### src/pkg/adc_scan_pkg.sv
// shared constants of the dual converter scan controller
package adc_scan_pkg;

  // ----------------------------------------------------------------
  // widths
  // ----------------------------------------------------------------
  localparam int ADDR_WIDTH = 8;
  localparam int DATA_WIDTH = 32;
  localparam int RES_WIDTH = 12;
  localparam int CHAN_WIDTH = 3;
  localparam int SLOT_COUNT = 8;
  localparam int LIST_WIDTH = SLOT_COUNT * CHAN_WIDTH;

  // ----------------------------------------------------------------
  // register byte offsets
  // ----------------------------------------------------------------
  localparam logic [7:0] OFS_CTRL = 8'h00;
  localparam logic [7:0] OFS_STATUS = 8'h04;
  localparam logic [7:0] OFS_MASK = 8'h08;
  localparam logic [7:0] OFS_LIST = 8'h0C;
  localparam logic [7:0] OFS_ZC_MODE = 8'h10;
  localparam logic [7:0] OFS_ZERO_LEVEL = 8'h14;
  localparam logic [7:0] OFS_FLAGS = 8'h18;
  localparam logic [7:0] OFS_RESULT = 8'h20;
  localparam logic [7:0] OFS_LOW = 8'h40;
  localparam logic [7:0] OFS_HIGH = 8'h60;

  // ----------------------------------------------------------------
  // field positions
  // ----------------------------------------------------------------
  localparam int CTRL_MODE_POS = 0;
  localparam int CTRL_SIMUL_POS = 2;
  localparam int CTRL_START_POS = 3;
  localparam int CTRL_STOP_POS = 4;
  localparam int CTRL_LAST_POS = 5;
  localparam int CTRL_LIMIT_EN_POS = 8;
  localparam int CTRL_ZC_EN_POS = 9;
  localparam int STAT_EOS_POS = 0;
  localparam int STAT_LIMIT_POS = 1;
  localparam int STAT_ZC_POS = 2;
  localparam int STAT_BUSY_POS = 8;
  localparam int FLAGS_HIGH_POS = 8;
  localparam int FLAGS_ZC_POS = 16;

  // ----------------------------------------------------------------
  // codes and reset values
  // ----------------------------------------------------------------
  localparam logic [1:0] MODE_ONCE = 2'h0;
  localparam logic [1:0] MODE_TRIGGERED = 2'h1;
  localparam logic [1:0] MODE_CONTINUOUS = 2'h2;
  localparam logic [1:0] ZC_OFF = 2'h0;
  localparam logic [1:0] ZC_RISING = 2'h1;
  localparam logic [1:0] ZC_FALLING = 2'h2;
  localparam logic [1:0] ZC_ANY = 2'h3;
  localparam logic [2:0] STATUS_RESET = 3'h0;
  localparam logic [2:0] MASK_RESET = 3'h0;
  localparam logic [23:0] LIST_RESET = 24'hFAC688;
  localparam logic [15:0] ZC_MODE_RESET = 16'h0000;
  localparam logic [11:0] ZERO_LEVEL_RESET = 12'h800;
  localparam logic [11:0] LOW_RESET = 12'h000;
  localparam logic [11:0] HIGH_RESET = 12'hFFF;
  localparam logic [2:0] LAST_RESET = 3'h7;

endpackage

### src/verilog/adc_conv_port.sv
// start and capture handshake towards one sample-and-hold path and its converter
`timescale 1ns/1ps
module adc_conv_port
  import adc_scan_pkg::*;
#(
  parameter int WIDTH = RES_WIDTH
)
(
  input wire logic sys_clk, // system clock
  input wire logic rst, // synchronous reset, active high
  input wire logic go, // one-cycle request to convert go_chan
  input wire logic [CHAN_WIDTH-1:0] go_chan, // channel for the request
  input wire logic conv_done, // converter finished, data valid
  input wire logic [WIDTH-1:0] conv_data, // converter result
  output logic conv_start, // sample-and-convert pulse
  output logic [CHAN_WIDTH-1:0] conv_chan, // input multiplexer select
  output logic busy, // conversion outstanding
  output logic [WIDTH-1:0] result, // captured result
  output logic got // one-cycle pulse, result just captured
);

  if (WIDTH < 2 || WIDTH > 16)
  begin : g_bad_width
    $error("adc_conv_port: WIDTH must be 2 to 16");
  end

  wire finish = busy && conv_done;

  always_ff @(posedge sys_clk)
  begin
    if (rst)
    begin
      conv_start <= 1'b0;
      conv_chan <= '0;
      busy <= 1'b0;
      result <= '0;
      got <= 1'b0;
    end
    else
    begin
      conv_start <= go;
      got <= finish;
      if (go)
      begin
        conv_chan <= go_chan;
        busy <= 1'b1;
      end
      else if (finish)
      begin
        busy <= 1'b0;
        result <= conv_data;
      end
    end
  end

endmodule

### src/verilog/adc_limit_check.sv
// per-slot limit and zero-crossing evaluation of one result
`timescale 1ns/1ps
module adc_limit_check
  import adc_scan_pkg::*;
#(
  parameter int WIDTH = RES_WIDTH
)
(
  input wire logic sys_clk, // system clock
  input wire logic rst, // synchronous reset, active high
  input wire logic clear, // new scan begins, drop old flags
  input wire logic load, // new result for this slot
  input wire logic [WIDTH-1:0] result, // result being loaded
  input wire logic [WIDTH-1:0] low_limit, // below this is out of range
  input wire logic [WIDTH-1:0] high_limit, // above this is out of range
  input wire logic [WIDTH-1:0] zero_level, // crossing reference
  input wire logic [1:0] zc_mode, // crossing condition select
  output logic below, // last result under low limit
  output logic above, // last result over high limit
  output logic crossed // last result crossed the zero level
);

  logic prev_above;
  logic prev_valid;

  // crossing is judged against the previous result of this slot, even across scans
  wire now_above = result >= zero_level;
  wire rise = prev_valid && !prev_above && now_above;
  wire fall = prev_valid && prev_above && !now_above;
  wire next_crossed = (zc_mode == ZC_RISING && rise) || (zc_mode == ZC_FALLING && fall)
    || (zc_mode == ZC_ANY && (rise || fall));

  always_ff @(posedge sys_clk)
  begin
    if (rst)
    begin
      below <= 1'b0;
      above <= 1'b0;
      crossed <= 1'b0;
      prev_above <= 1'b0;
      prev_valid <= 1'b0;
    end
    else if (load)
    begin
      below <= result < low_limit;
      above <= result > high_limit;
      crossed <= next_crossed;
      prev_above <= now_above;
      prev_valid <= 1'b1;
    end
    else if (clear)
    begin
      below <= 1'b0;
      above <= 1'b0;
      crossed <= 1'b0;
    end
  end

endmodule

### src/verilog/dual_adc_scan_controller.sv
// scan controller for two sample-and-hold paths and two converters
//
// ----------------------------------------------------------------
// ----------------------------------------------------------------
`timescale 1ns/1ps
module dual_adc_scan_controller
  import adc_scan_pkg::*;
(
  input wire logic sys_clk, // system clock, 40 MHz
  input wire logic rst, // synchronous reset, active high
  input wire logic [ADDR_WIDTH-1:0] addr, // register byte address
  input wire logic [DATA_WIDTH-1:0] wdata, // write data
  input wire logic wr, // write strobe
  input wire logic rd, // read strobe
  output logic [DATA_WIDTH-1:0] rdata, // read data, cycle after rd
  output logic irq, // level interrupt
  input wire logic trig, // scan trigger pulse
  output logic conv_a_start, // path a sample-and-convert pulse
  output logic [CHAN_WIDTH-1:0] conv_a_chan, // path a input select
  input wire logic conv_a_done, // path a converter done
  input wire logic [RES_WIDTH-1:0] conv_a_data, // path a result
  output logic conv_b_start, // path b sample-and-convert pulse
  output logic [CHAN_WIDTH-1:0] conv_b_chan, // path b input select
  input wire logic conv_b_done, // path b converter done
  input wire logic [RES_WIDTH-1:0] conv_b_data // path b result
);

  // ----------------------------------------------------------------
  // state and registers
  // ----------------------------------------------------------------
  typedef enum logic [2:0] {ST_IDLE, ST_ARMED, ST_ISSUE, ST_CONVERT, ST_CHECK} scan_state_type;
  scan_state_type state, next_state;
  logic [1:0] mode;
  logic simul;
  logic [2:0] last;
  logic limit_en;
  logic zc_en;
  logic [2:0] status;
  logic [2:0] mask;
  logic [LIST_WIDTH-1:0] list;
  logic [15:0] zc_mode;
  logic [RES_WIDTH-1:0] zero_level;
  logic [RES_WIDTH-1:0] result_mem [SLOT_COUNT];
  logic [RES_WIDTH-1:0] low_mem [SLOT_COUNT];
  logic [RES_WIDTH-1:0] high_mem [SLOT_COUNT];
  logic [2:0] slot;
  logic [2:0] owner_a, owner_b;
  logic stop_pend;
  // ----------------------------------------------------------------
  // register decode
  // ----------------------------------------------------------------
  wire ctrl_wr = wr && addr == OFS_CTRL;
  wire status_wr = wr && addr == OFS_STATUS;
  wire mask_wr = wr && addr == OFS_MASK;
  wire list_wr = wr && addr == OFS_LIST;
  wire zc_mode_wr = wr && addr == OFS_ZC_MODE;
  wire zero_wr = wr && addr == OFS_ZERO_LEVEL;
  wire [2:0] word_idx = addr[4:2];
  wire aligned = addr[1:0] == 2'h0;
  wire in_result = aligned && addr[7:5] == OFS_RESULT[7:5];
  wire in_low = aligned && addr[7:5] == OFS_LOW[7:5];
  wire in_high = aligned && addr[7:5] == OFS_HIGH[7:5];
  wire start_req = ctrl_wr && wdata[CTRL_START_POS];
  wire stop_req = ctrl_wr && wdata[CTRL_STOP_POS];
  // ----------------------------------------------------------------
  // scan sequencing
  // ----------------------------------------------------------------
  wire [CHAN_WIDTH-1:0] slot_chan = list[slot*CHAN_WIDTH +: CHAN_WIDTH];
  wire [2:0] pair_slot = slot + 3'h1;
  wire [CHAN_WIDTH-1:0] pair_chan = list[pair_slot*CHAN_WIDTH +: CHAN_WIDTH];
  wire pair_ok = slot < last;
  wire issue = state == ST_ISSUE;
  // channels 0-3 sit on path a, 4-7 on path b when converting one at a time
  wire seq_on_b = slot_chan[CHAN_WIDTH-1];
  // the pair is taken as listed; software keeps the two channels different
  wire go_a = issue && (simul || !seq_on_b);
  wire go_b = issue && (simul ? pair_ok : seq_on_b);
  wire [CHAN_WIDTH-1:0] chan_b = simul ? pair_chan : slot_chan;
  wire [3:0] step = (simul && pair_ok) ? 4'h2 : 4'h1;
  wire [3:0] next_slot = {1'b0, slot} + step;
  wire scan_over = next_slot > {1'b0, last};
  wire a_busy, b_busy, a_got, b_got;
  wire [RES_WIDTH-1:0] a_result, b_result;
  wire conv_idle = !a_busy && !b_busy;
  wire keep_going = mode == MODE_CONTINUOUS && !stop_pend && !stop_req;
  always_comb
  begin
    next_state = state;
    case (state)
      ST_IDLE:
        if (start_req)
          next_state = wdata[CTRL_MODE_POS +: 2] == MODE_TRIGGERED ? ST_ARMED : ST_ISSUE;
      ST_ARMED:
        if (stop_req)
          next_state = ST_IDLE;
        else if (trig)
          next_state = ST_ISSUE;
      ST_ISSUE:
        next_state = ST_CONVERT;
      ST_CONVERT:
        if (conv_idle)
          next_state = scan_over ? ST_CHECK : ST_ISSUE;
      ST_CHECK:
        if (keep_going)
          next_state = ST_ISSUE;
        else if (mode == MODE_TRIGGERED && !stop_pend && !stop_req)
          next_state = ST_ARMED;
        else
          next_state = ST_IDLE;
      default:
        next_state = ST_IDLE;
    endcase
  end
  always_ff @(posedge sys_clk)
  begin
    if (rst)
    begin
      state <= ST_IDLE;
      slot <= 3'h0;
      stop_pend <= 1'b0;
    end
    else
    begin
      state <= next_state;
      stop_pend <= (stop_pend || stop_req) && state != ST_IDLE && next_state != ST_IDLE;
      if (state == ST_CONVERT && conv_idle && !scan_over)
        slot <= next_slot[2:0];
      else if (next_state == ST_IDLE || next_state == ST_ARMED || state == ST_CHECK)
        slot <= 3'h0;
    end
  end
  // ----------------------------------------------------------------
  // converter paths and result buffers
  // ----------------------------------------------------------------
  adc_conv_port #(.WIDTH(RES_WIDTH)) u_path_a
  (
    .sys_clk(sys_clk),
    .rst(rst),
    .go(go_a),
    .go_chan(slot_chan),
    .conv_done(conv_a_done),
    .conv_data(conv_a_data),
    .conv_start(conv_a_start),
    .conv_chan(conv_a_chan),
    .busy(a_busy),
    .result(a_result),
    .got(a_got)
  );
  adc_conv_port #(.WIDTH(RES_WIDTH)) u_path_b
  (
    .sys_clk(sys_clk),
    .rst(rst),
    .go(go_b),
    .go_chan(chan_b),
    .conv_done(conv_b_done),
    .conv_data(conv_b_data),
    .conv_start(conv_b_start),
    .conv_chan(conv_b_chan),
    .busy(b_busy),
    .result(b_result),
    .got(b_got)
  );
  always_ff @(posedge sys_clk)
  begin
    if (rst)
    begin
      owner_a <= 3'h0;
      owner_b <= 3'h0;
    end
    else
    begin
      if (go_a)
        owner_a <= slot;
      if (go_b)
        owner_b <= simul ? pair_slot : slot;
    end
  end
  always_ff @(posedge sys_clk)
  begin
    if (a_got)
      result_mem[owner_a] <= a_result;
    if (b_got)
      result_mem[owner_b] <= b_result;
  end
  // ----------------------------------------------------------------
  // limit and zero-crossing checks
  // ----------------------------------------------------------------
  wire [SLOT_COUNT-1:0] below, above, crossed, in_scan;
  wire scan_clear = issue && slot == 3'h0;
  for (genvar i = 0; i < SLOT_COUNT; i++)
  begin : g_slot
    wire load_a = a_got && owner_a == 3'(i);
    wire load_b = b_got && owner_b == 3'(i);
    assign in_scan[i] = 3'(i) <= last;
    adc_limit_check #(.WIDTH(RES_WIDTH)) u_check
    (
      .sys_clk(sys_clk),
      .rst(rst),
      .clear(scan_clear),
      .load(load_a || load_b),
      .result(load_a ? a_result : b_result),
      .low_limit(low_mem[i]),
      .high_limit(high_mem[i]),
      .zero_level(zero_level),
      .zc_mode(zc_mode[2*i +: 2]),
      .below(below[i]),
      .above(above[i]),
      .crossed(crossed[i])
    );
  end
  // results are all in before ST_CHECK, so flags are judged in ST_CHECK, in the same cycle as end of scan
  wire at_check = state == ST_CHECK;
  wire limit_hit = |((below | above) & in_scan);
  wire zc_hit = |(crossed & in_scan);
  wire [2:0] status_set;
  assign status_set[STAT_EOS_POS] = at_check;
  assign status_set[STAT_LIMIT_POS] = at_check && limit_en && limit_hit;
  assign status_set[STAT_ZC_POS] = at_check && zc_en && zc_hit;
  // a set in the same cycle as a write-one-to-clear wins
  wire [2:0] status_clr = status_wr ? wdata[2:0] : 3'h0;
  wire [2:0] next_status = (status & ~status_clr) | status_set;
  wire [2:0] next_mask = mask_wr ? wdata[2:0] : mask;
  // ----------------------------------------------------------------
  // register writes
  // ----------------------------------------------------------------
  always_ff @(posedge sys_clk)
  begin
    if (rst)
    begin
      mode <= MODE_ONCE;
      simul <= 1'b0;
      last <= LAST_RESET;
      limit_en <= 1'b0;
      zc_en <= 1'b0;
      status <= STATUS_RESET;
      mask <= MASK_RESET;
      list <= LIST_RESET;
      zc_mode <= ZC_MODE_RESET;
      zero_level <= ZERO_LEVEL_RESET;
      irq <= 1'b0;
    end
    else
    begin
      status <= next_status;
      mask <= next_mask;
      irq <= |(next_status & next_mask);
      if (ctrl_wr)
      begin
        mode <= wdata[CTRL_MODE_POS +: 2];
        simul <= wdata[CTRL_SIMUL_POS];
        last <= wdata[CTRL_LAST_POS +: 3];
        limit_en <= wdata[CTRL_LIMIT_EN_POS];
        zc_en <= wdata[CTRL_ZC_EN_POS];
      end
      if (list_wr)
        list <= wdata[LIST_WIDTH-1:0];
      if (zc_mode_wr)
        zc_mode <= wdata[15:0];
      if (zero_wr)
        zero_level <= wdata[RES_WIDTH-1:0];
    end
  end
  always_ff @(posedge sys_clk)
  begin
    if (rst)
    begin
      for (int k = 0; k < SLOT_COUNT; k++)
      begin
        low_mem[k] <= LOW_RESET;
        high_mem[k] <= HIGH_RESET;
      end
    end
    else
    begin
      if (wr && in_low)
        low_mem[word_idx] <= wdata[RES_WIDTH-1:0];
      if (wr && in_high)
        high_mem[word_idx] <= wdata[RES_WIDTH-1:0];
    end
  end
  // ----------------------------------------------------------------
  // read path
  // ----------------------------------------------------------------
  wire scan_busy = state != ST_IDLE && state != ST_ARMED;
  wire [DATA_WIDTH-1:0] ctrl_word = {22'h000000, zc_en, limit_en, last, 2'h0, simul, mode};
  wire [DATA_WIDTH-1:0] status_word = {23'h000000, scan_busy, 5'h00, status};
  wire [DATA_WIDTH-1:0] flags_word = {8'h00, crossed, above, below};
  wire [DATA_WIDTH-1:0] read_word =
    addr == OFS_CTRL ? ctrl_word :
    addr == OFS_STATUS ? status_word :
    addr == OFS_MASK ? {29'h00000000, mask} :
    addr == OFS_LIST ? {8'h00, list} :
    addr == OFS_ZC_MODE ? {16'h0000, zc_mode} :
    addr == OFS_ZERO_LEVEL ? {20'h00000, zero_level} :
    addr == OFS_FLAGS ? flags_word :
    in_result ? {20'h00000, result_mem[word_idx]} :
    in_low ? {20'h00000, low_mem[word_idx]} :
    in_high ? {20'h00000, high_mem[word_idx]} :
    32'h00000000;
  always_ff @(posedge sys_clk)
  begin
    if (rst)
      rdata <= 32'h00000000;
    else
      rdata <= rd ? read_word : 32'h00000000;
  end
endmodule

### config.mk
export PLATFORM = sky130hd
export DESIGN_NAME = dual_adc_scan_controller
export DESIGN_NICKNAME = d
export VERILOG_FILES = /design/src/pkg/adc_scan_pkg.sv /design/src/verilog/adc_conv_port.sv /design/src/verilog/adc_limit_check.sv /design/src/verilog/dual_adc_scan_controller.sv
export SDC_FILE = /design/constraint.sdc
export NUM_CORES = 1
export LEC_CHECK = 0
export BUFFER_PORTS_ARGS = -buffer_cell sky130_fd_sc_hd__buf_2
export CORE_UTILIZATION = 45
export CTS_CLUSTER_SIZE = 40
export DETAILED_ROUTE_END_ITERATION = 6
export SYNTH_ARGS = -nofsm -noshare
export SYNTH_HDL_FRONTEND = slang
export SYNTH_SLANG_ARGS = --single-unit
### constraint.sdc
create_clock -name sys_clk -period 3.4 [get_ports sys_clk]
set_input_delay 0 -clock sys_clk [delete_from_list [all_inputs] [get_ports sys_clk]]
set_output_delay 0 -clock sys_clk [all_outputs]
set_load 0.02 [all_outputs]
[Word level (Yosys, flattened, before mapping)]
Memories as Yosys holds them, arrays and structs flattened.
Cells that the tools add are included.
Storage, ports and cells
  bits in registers: 188
  memory bits (writable): 288
  bits of input ports: 71
  output and inout port bits: 41
  memories: 3
Operators by class
  add/sub/neg operators: 2
  multipliers: 2
  order comparisons: 34
  equal/unequal tests: 56
  shift-type cells: 2
  mux-type cells: 82
  bitwise logic cells: 10
  reductions and logical operators: 193
Memory list
  high_mem: depth 8, bits a word 12, read ports 9, clocked after Yosys merged registers in 0, write ports 8, RTL line dual_adc_scan_controller.sv:45  | logic [RES_WIDTH-1:0] high_mem [SLOT_COUNT];
  low_mem: depth 8, bits a word 12, read ports 9, clocked after Yosys merged registers in 0, write ports 8, RTL line dual_adc_scan_controller.sv:44  | logic [RES_WIDTH-1:0] low_mem [SLOT_COUNT];
  result_mem: depth 8, bits a word 12, read ports 1, clocked after Yosys merged registers in 0, write ports 2, RTL line dual_adc_scan_controller.sv:43  | logic [RES_WIDTH-1:0] result_mem [SLOT_COUNT];
Operators with widths (number)
  two-way mux 12 bit: 13
  logical AND 1 bit: 105
  >= comparator 12 bit: 8
  > comparator 12 bit: 8
  less-than comparator 12 bit: 8
  two-way mux 24 bit: 4
  variable part select 24 x 6 -> 3 bit: 2
  two-way mux 1 bit: 45
  two-way mux 3 bit: 13
  logical OR 1 bit: 36
  equality test 2 bit, second input constant: 17
  two-way mux 10 bit: 3
  equality test 3 bit, second input constant: 9
  equality test 3 x 2 -> 1 bit, second input constant: 8
  equality test 8 x 5 -> 1 bit, second input constant: 3
  OR reduction 12 bit: 2
  zero test 1 bit: 22
  nonzero test 2 bit: 11
  equality test 2 x 1 -> 1 bit, second input constant: 10
  bitwise AND 8 bit: 2
  equality test 8 x 4 -> 1 bit, second input constant: 2
  OR reduction 8 bit: 2
  equality test 3 x 1 -> 1 bit, second input constant: 5
  zero test 3 bit: 5
  other kinds (25): 38

[Depth between registers and ports, before layout]
Gate-level depths: netlist (run 1).
  depth in word-level cells: 13
  mapped depth: 15
  gate-level depth less buffers: 14

[By module]
Synthesis (run 1) repeated with hierarchy kept, for this count alone.
Unflattened totals
  cells, all modules: 2953
  area total of the unflattened synthesis: 30676.9 um^2
By module, submodules not included
  dual_adc_scan_controller: instances 1, cells each 1697, area an instance 20609.8 um^2
  adc_limit_check: instances 8, cells each 139, area an instance 1071.0 um^2
  adc_conv_port: instances 2, cells each 72, area an instance 749.5 um^2

[Worst setup path after synthesis (run 1)]
OpenSTA, ideal clock, no wires.
  path type: reg2reg
  start: reg last[1]
  end: reg slot[1]
  data arrival time: 3.275 ns
  data required time: 3.283 ns
  setup slack: 0.009 ns
  stages on the path, launching flop included: 15
  path buffers: 1
  path through: dfxtp_1 -> clkbuf_1 -> inv_1 -> ha_1 -> a21oi_1 -> o21ai_0 -> ha_1 -> fa_1 -> ha_1 -> nor2b_1 -> o21ai_0 -> a32oi_1 -> a211o_1 -> nor4b_2 -> a22o_1
On the way
  word-level cells in the longest chain between the ends: 12
RTL lines
  start, declared: RTL line dual_adc_scan_controller.sv:35  | logic [2:0] last;
  start signal, assigned: RTL line dual_adc_scan_controller.sv:251  | last <= wdata[CTRL_LAST_POS +: 3];
  less-than comparator 3 bit: RTL line dual_adc_scan_controller.sv:71  | wire pair_ok = slot < last;
  logical AND 1 bit: RTL line dual_adc_scan_controller.sv:79  | wire [3:0] step = (simul && pair_ok) ? 4'h2 : 4'h1;
  two-way mux 2 bit: RTL line dual_adc_scan_controller.sv:79
  adder 3 x 2 -> 4 bit: RTL line dual_adc_scan_controller.sv:80  | wire [3:0] next_slot = {1'b0, slot} + step;
  > comparator 4 x 3 -> 1 bit: RTL line dual_adc_scan_controller.sv:81  | wire scan_over = next_slot > {1'b0, last};
  two-way mux 3 bit: RTL line dual_adc_scan_controller.sv:102  | next_state = scan_over ? ST_CHECK : ST_ISSUE;
  two-way mux 3 bit: RTL line dual_adc_scan_controller.sv:101  | if (conv_idle)
  case mux 3 bit (5 select lines): RTL line dual_adc_scan_controller.sv:89  | case (state)
  equality test 3 x 1 -> 1 bit or zero test 3 bit (tied branches): RTL line dual_adc_scan_controller.sv:128  | else if (next_state == ST_IDLE || next_state == ST_ARMED || state == ST_CHECK)
  logical OR 1 bit (2 in series): RTL line dual_adc_scan_controller.sv:128
  nonzero test 2 bit (no line)
  end signal, assigned: RTL line dual_adc_scan_controller.sv:127  | slot <= next_slot[2:0];
  end, declared: RTL line dual_adc_scan_controller.sv:46  | logic [2:0] slot;
Parallel ways exist; a longest one is shown, timed or not.
A chain may end at the register's enable or synchronous reset.

[Final worst setup path (run 1)]
  start: reg last[1]
  end: reg slot[0]
The elaborated chain is that of the path after synthesis.

==> reports/qor.txt, run 1 <==
Setup violators final: 0
Worst reg-to-reg setup slack: 0.17 ns
Via density: 6.26
Status: finished, violations left
Share of post-route cells with drive strength above 1: 22.7%
Hold EP: list[19]
Setup TNS: 0 ns
Top cell type's share of synthesized area: 29.3%
Fin crit period: 3.23 ns
WL/cell: 30.6 um
Max_cap viols: 0
Die area: 66500 um2
Mean area per synthesized cell: 10.6 um2
DIE WIDTH: 258 um
Critical path type: flip-flop to flip-flop
Dpl hpwl: 88.5 mm
Top post-synthesis cells by area: edfxtp_1, ha_1, dfxtp_1
Postcts setup bufs: 0
Placer Congestion: 1.04
FF-to-FF path depth: 13
Die Height: 258 um
Slew headroom: 23.0%
FF-to-FF Start: last[1]
Worst Tran Pin Value: 1.13 ns
Number of synthesized flops with an enable pin: 288
PortBufs: 95
Num rows: 93
Pin count of the biggest net entering global routing: 56
Vias in the first global route: 23800
H-tree levels: 2
CP endpoint kind: flip-flop
Pleak: 14.8 nW
Register bit total from synthesis: 468
Violation count after the first detailed-route iteration: 3095
WHS: 0.0993 ns
Drc violations: 1
Leading cell types in the layout, fill and taps excluded: ha_1, edfxtp_1, inv_1
Initial antenna violation count: 7
TritonRoute pass-1 iters: 7
First-pass GRT wire length: 169 mm
Placed inst area: 31500 um2
Hold path depth: 4
Hold Fails Final Rpt: 0
Startpoint Class: flip-flop
DRT antenna net count: 0
DR vias: 24200
Main flop type after synthesis: edfxtp_1
Synth Instances: 2786
Pins over their slew limit: 0
Sink Count: 468
Starting density of the core: 45.6%
Clk slew on worst S/H paths: 0.06 ns
RSZ-0062 raised after global routing: false
Ratio of final minimum period to clock period: 95.1%
Failing checks: design-rule violations
Synthesis-to-layout area growth: 15.1%
Critical Path AT: 3.77 ns
Area leader, netlist: edfxtp_1
PwrDens: 397 nW/um2
CTS max path bufs: 3
CTS Buf Count: 55
Max FO, Critical Path: 4
Post-synth ARST share: 0%
Clock Latency Late Sink: 0.65 ns
Worst EP required: 3.93 ns
Ys Warns: 0
Clock Tree Root: clkbuf_16
F_max: 309 MHz
Synth cell types: 76
IO Pins: 112
CTS tree: done
Final wirelength: 118 mm
Hold crit path type: primary input to flip-flop
Total GRT Usage: 35.3%
Final #Nets: 3319
Worst VDD drop: 370 uV
R2R Path End: slot[0]
Netlist Area Pre-Place: 29500 um2
Hold Crit Start: wdata[19]
Fin area: 33900 um2
CORE AREA: 64600 um2
Seq/Total Area, Yosys: 41.6%
Leading cell type in the layout, fill and taps excluded: ha_1
Final setup skew: 0.0382 ns
Grt total ovfl: 0
[power by group]
part	switching, mW	leakage, nW	internal (mW)
logic	0.675	9.55	0.355
clock network	2.63	0.914	3.61
registers	0.0990	4.29	6.12
total	3.40	14.8	10.1
[per-layer routing]
metal	up-vias	global-route usage, %	wire, um	share of wire (%)
li1	10500	-	-	-
met1	11900	46.8	47100	40
met2	1368	53.9	51900	44
met3	328	8.36	12100	10
met4	4	18.0	6890	5.8
met5	-	0	27	0.023
[stage by stage]
stage | util, % | instances | total power, mW | setup slack (ns)
2_1_floorplan | - | 2793 | 6.80 | 0.00857
3_3_place_gp | 48.8 | 3701 | 7.27 | 0.161
3_5_place_dp | 48.8 | 3701 | 7.28 | 0.0368
4_1_cts | 52.5 | 3860 | 13.5 | 0.0129
5_1_grt | 52.5 | 3860 | 13.8 | 0.0133
6_report | 52.5 | 3861 | 13.5 | 0.166
[worst max path at each step]
stage,start,endpoint,slack [ns],cells past startpoint
2_1_floorplan,last[1],slot[1],0.009,14
3_3_place_gp,last[1],slot[0],0.16,13
3_5_place_dp,last[1],slot[0],0.04,13
4_1_cts,last[1],slot[0],0.01,13
5_1_grt,last[1],slot[0],0.01,13
6_report,last[1],slot[0],0.17,13
[state kept, by name, indices dropped and copies added (netlist names), 12 cells and up]
name / count
list: 24
high_mem: 96
u_path_a.result: 12
zc_mode: 16
u_path_b.result: 12
rdata: 24
zero_level: 12
result_mem: 96
low_mem: 96
[area by class of cell]
cell class / count / area [um2]
flip-flops and latches: 468 / 12300
fillers: 5718 / 30700
well taps: 855 / 1070
multi-input cells: 1924 / 15800
clock buffers: 75 / 1510
inverters: 214 / 803
diodes: 1 / 2.50
clock inverters: 29 / 367
repair buffers: 295 / 2160
[kinds of logic after synthesis]
logic type | share of synthesized area [%]
XOR/XNOR | 0.0892
other | 0.0127
buffers and inverters | 5.31
multiplexers | 15.8
AO/OA/AOI/OAI | 11.2
AND/OR/NAND/NOR | 13.6
flip-flops | 41.6
adder cells (fa/ha/maj) | 12.4
[what timing repair did]
action,in CTS,in global routing
endpoints found under the hold margin,107,0
gates resized for setup,0,4
endpoints found under the setup margin,0,6
hold buffers,55,0
[cell usage after synthesis, types with 13 or more instances]
library cell	instances
a21oi_1	159
nor3_1	23
inv_1	214
nand2_1	207
nand4_1	41
and3_1	13
and2_1	105
mux4_2	85
a211oi_1	21
nor2_1	142
or2_2	53
ha_1	289
dfxtp_1	180
mux2_2	191
nand2b_1	27
edfxtp_1	288
a221oi_1	16
o21ai_0	97
nand3_1	42
or3_1	51
nor2b_1	27
mux2i_1	60
a22oi_1	33
o21a_1	18
a211o_1	14
o211ai_1	19
buf_2	17
clkbuf_1	152
a31oi_1	14
a21o_1	60
[worst max-delay path, cell delays in order (launching register included)]
cell and delay, ns:
dfxtp_1 0.34, inv_1 0.06, ha_1 0.30, a21oi_2 0.16, o21ai_2 0.09, ha_1 0.22
fa_1 0.47, ha_1 0.31, nor2b_1 0.13, o21ai_0 0.16, a32oi_1 0.11, a211o_1 0.34
nor4b_2 0.18, a22o_1 0.26
(Power assumes the default switching activity.)
==> run 2: changes to the inputs <==
--- a/config.mk
+++ b/config.mk
@@ -9,6 +9,7 @@
 export CORE_UTILIZATION = 45
 export CTS_CLUSTER_SIZE = 40
 export DETAILED_ROUTE_END_ITERATION = 6
+export PLACE_DENSITY = 0.59
 export SYNTH_ARGS = -nofsm -noshare
 export SYNTH_HDL_FRONTEND = slang
 export SYNTH_SLANG_ARGS = --single-unit
==> run 2 against run 1 <==
Compared with the run above:
- the run now ends clean
- highest routed layer unchanged
- non-clock buffer count is 2 higher
- largest cell class unchanged
- critical path depth is 4 lower
- critical endpoint is now g_slot[7].u_check.prev_above
- sequential power hardly changed
==> reports/qor.txt, run 2 (same netlist as run 1, synthesis figures left out) <==
FF-to-FF path depth: 9
Sink Count: 468
Critical path type: flip-flop to flip-flop
TritonRoute pass-1 iters: 6
Num rows: 93
DRT antenna net count: 0
CORE AREA: 64600 um2
PortBufs: 95
Clk slew on worst S/H paths: 0.06 ns
Max FO, Critical Path: 9
Setup TNS: 0 ns
Worst path cell trace: nand4_1 > mux2_2 > ha_1 > a211oi_1 > nand2_1 > a21oi_1 > or2_2 > o211ai_1 > o211a_1
Initial antenna violation count: 5
Worst EP required: 3.94 ns
Final wirelength: 121 mm
Regs by FF count: high_mem: 96 flops, low_mem: 96 flops, result_mem: 96 flops
Die area: 66500 um2
Synthesis-to-layout area growth: 15.0%
Pleak: 14.7 nW
Ratio of final minimum period to clock period: 94.2%
RSZ-0062 raised after global routing: false
Worst setup margin: 0.198 ns
F_max: 312 MHz
DR vias: 24200
Worst Tran Pin Value: 1.11 ns
IO Pins: 112
Cells after DPL: 3705
Startpoint Class: flip-flop
Post-Layout Cell Count: 3862
Hold path depth: 3
Critical path buffers and inverters: 0
Violation count after the first detailed-route iteration: 3025
Vias in the first global route: 23600
DIE WIDTH: 258 um
Via density: 6.27
Critical Path AT: 3.74 ns
Max_cap viols: 0
Status: completed
Leading cell type in the layout, fill and taps excluded: ha_1
Dpl hpwl: 90.1 mm
FF-to-FF Start: owner_a[1]
Die Height: 258 um
Tot Pwr: 13.4 mW
Pin count of the biggest net entering global routing: 53
Starting density of the core: 45.6%
CTS tree: done
Placed inst area: 31500 um2
Hold Fails Final Rpt: 0
Total GRT Usage: 36.0%
CP max stage cell: dfxtp_1
Worst VDD drop: 388 uV
Drc violations: 0
Worst reg-to-reg setup slack: 0.20 ns
WHS: 0.0461 ns
Setup violators final: 0
First-pass GRT wire length: 170 mm
Share of post-route cells with drive strength above 1: 22.7%
Final #Nets: 3321
WL/cell: 31.2 um
Slew headroom: 25.7%
Fin area: 33900 um2
CTS max path bufs: 3
Hold crit path type: primary input to flip-flop
Grt total ovfl: 0
PwrDens: 395 nW/um2
Hold Crit Start: wdata[0]
Clock Tree Root: clkbuf_16
Placer Congestion: 1.05
Hold EP: list[0]
Post-layout util: 52.5%
CTS Buf Count: 55
Max incr delay on CP: 0.56 ns
Leading cell types in the layout, fill and taps excluded: ha_1, edfxtp_1, inv_1
Largest delay share family, worst path: compound AO/OA/AOI/OAI gates
Fin crit period: 3.20 ns
Post-place setup slack: 0.0703 ns
Final setup skew: 0.0224 ns
H-tree levels: 2
FILL cells: 5787
Pins over their slew limit: 0
R2R Path End: g_slot[7].u_check.prev_above
CP endpoint kind: flip-flop
Clock Latency Late Sink: 0.65 ns
## run 2: report_power, final
part / internal, mW / leakage (nW) / switching (mW)
clock network: 3.51 / 0.904 / 2.61
logic: 0.359 / 9.56 / 0.683
registers: 6.12 / 4.29 / 0.121
total: 9.99 / 14.7 / 3.42
## run 2: layout make-up
class	count	area (um2)	share of cell area, %
clock inverters	26	270	0.798
repair buffers	297	2160	6.38
clock buffers	75	1580	4.65
multi-input cells	1924	15700	46.5
well taps	855	1070	3.16
flip-flops and latches	468	12300	36.2
diodes	3	7.51	0.0222
inverters	214	803	2.37
## run 2: repair_timing
action | in CTS | in global routing
resized for setup | 0 | 2
setup endpoints to repair | 0 | 3
buffers inserted | 0 | 0
hold buffers | 53 | 0
endpoints found under the hold margin | 96 | 0
## run 2: worst reg2reg max path: cells and delay by family (launching register included)
kind                     cells  cell delay (ns)
AO/OA/AOI/OAI                4             0.92
adder cells (fa/ha/maj)      1             0.31
flip-flops                   1             0.56
AND/OR/NAND/NOR              3             0.80
multiplexers                 1             0.51
## run 2: worst max path at each step
stage	startpoint	end	slack [ns]	cells past startpoint
2_1_floorplan	last[1]	slot[1]	0.009	14
3_3_place_gp	last[1]	slot[0]	0.16	13
3_5_place_dp	last[1]	slot[1]	0.07	13
4_1_cts	last[1]	slot[1]	0.06	13
5_1_grt	last[1]	slot[0]	0.04	13
6_report	owner_a[1]	g_slot[7].u_check.prev_above	0.20	9
## run 2: per-layer routing
layer / global-route usage [%] / vias up / wire length (um)
met5: 0 / - / 9
met4: 17.9 / 2 / 6670
met3: 7.05 / 318 / 11300
met2: 55.3 / 1359 / 53300
met1: 48.5 / 12000 / 49300
li1: - / 10600 / -
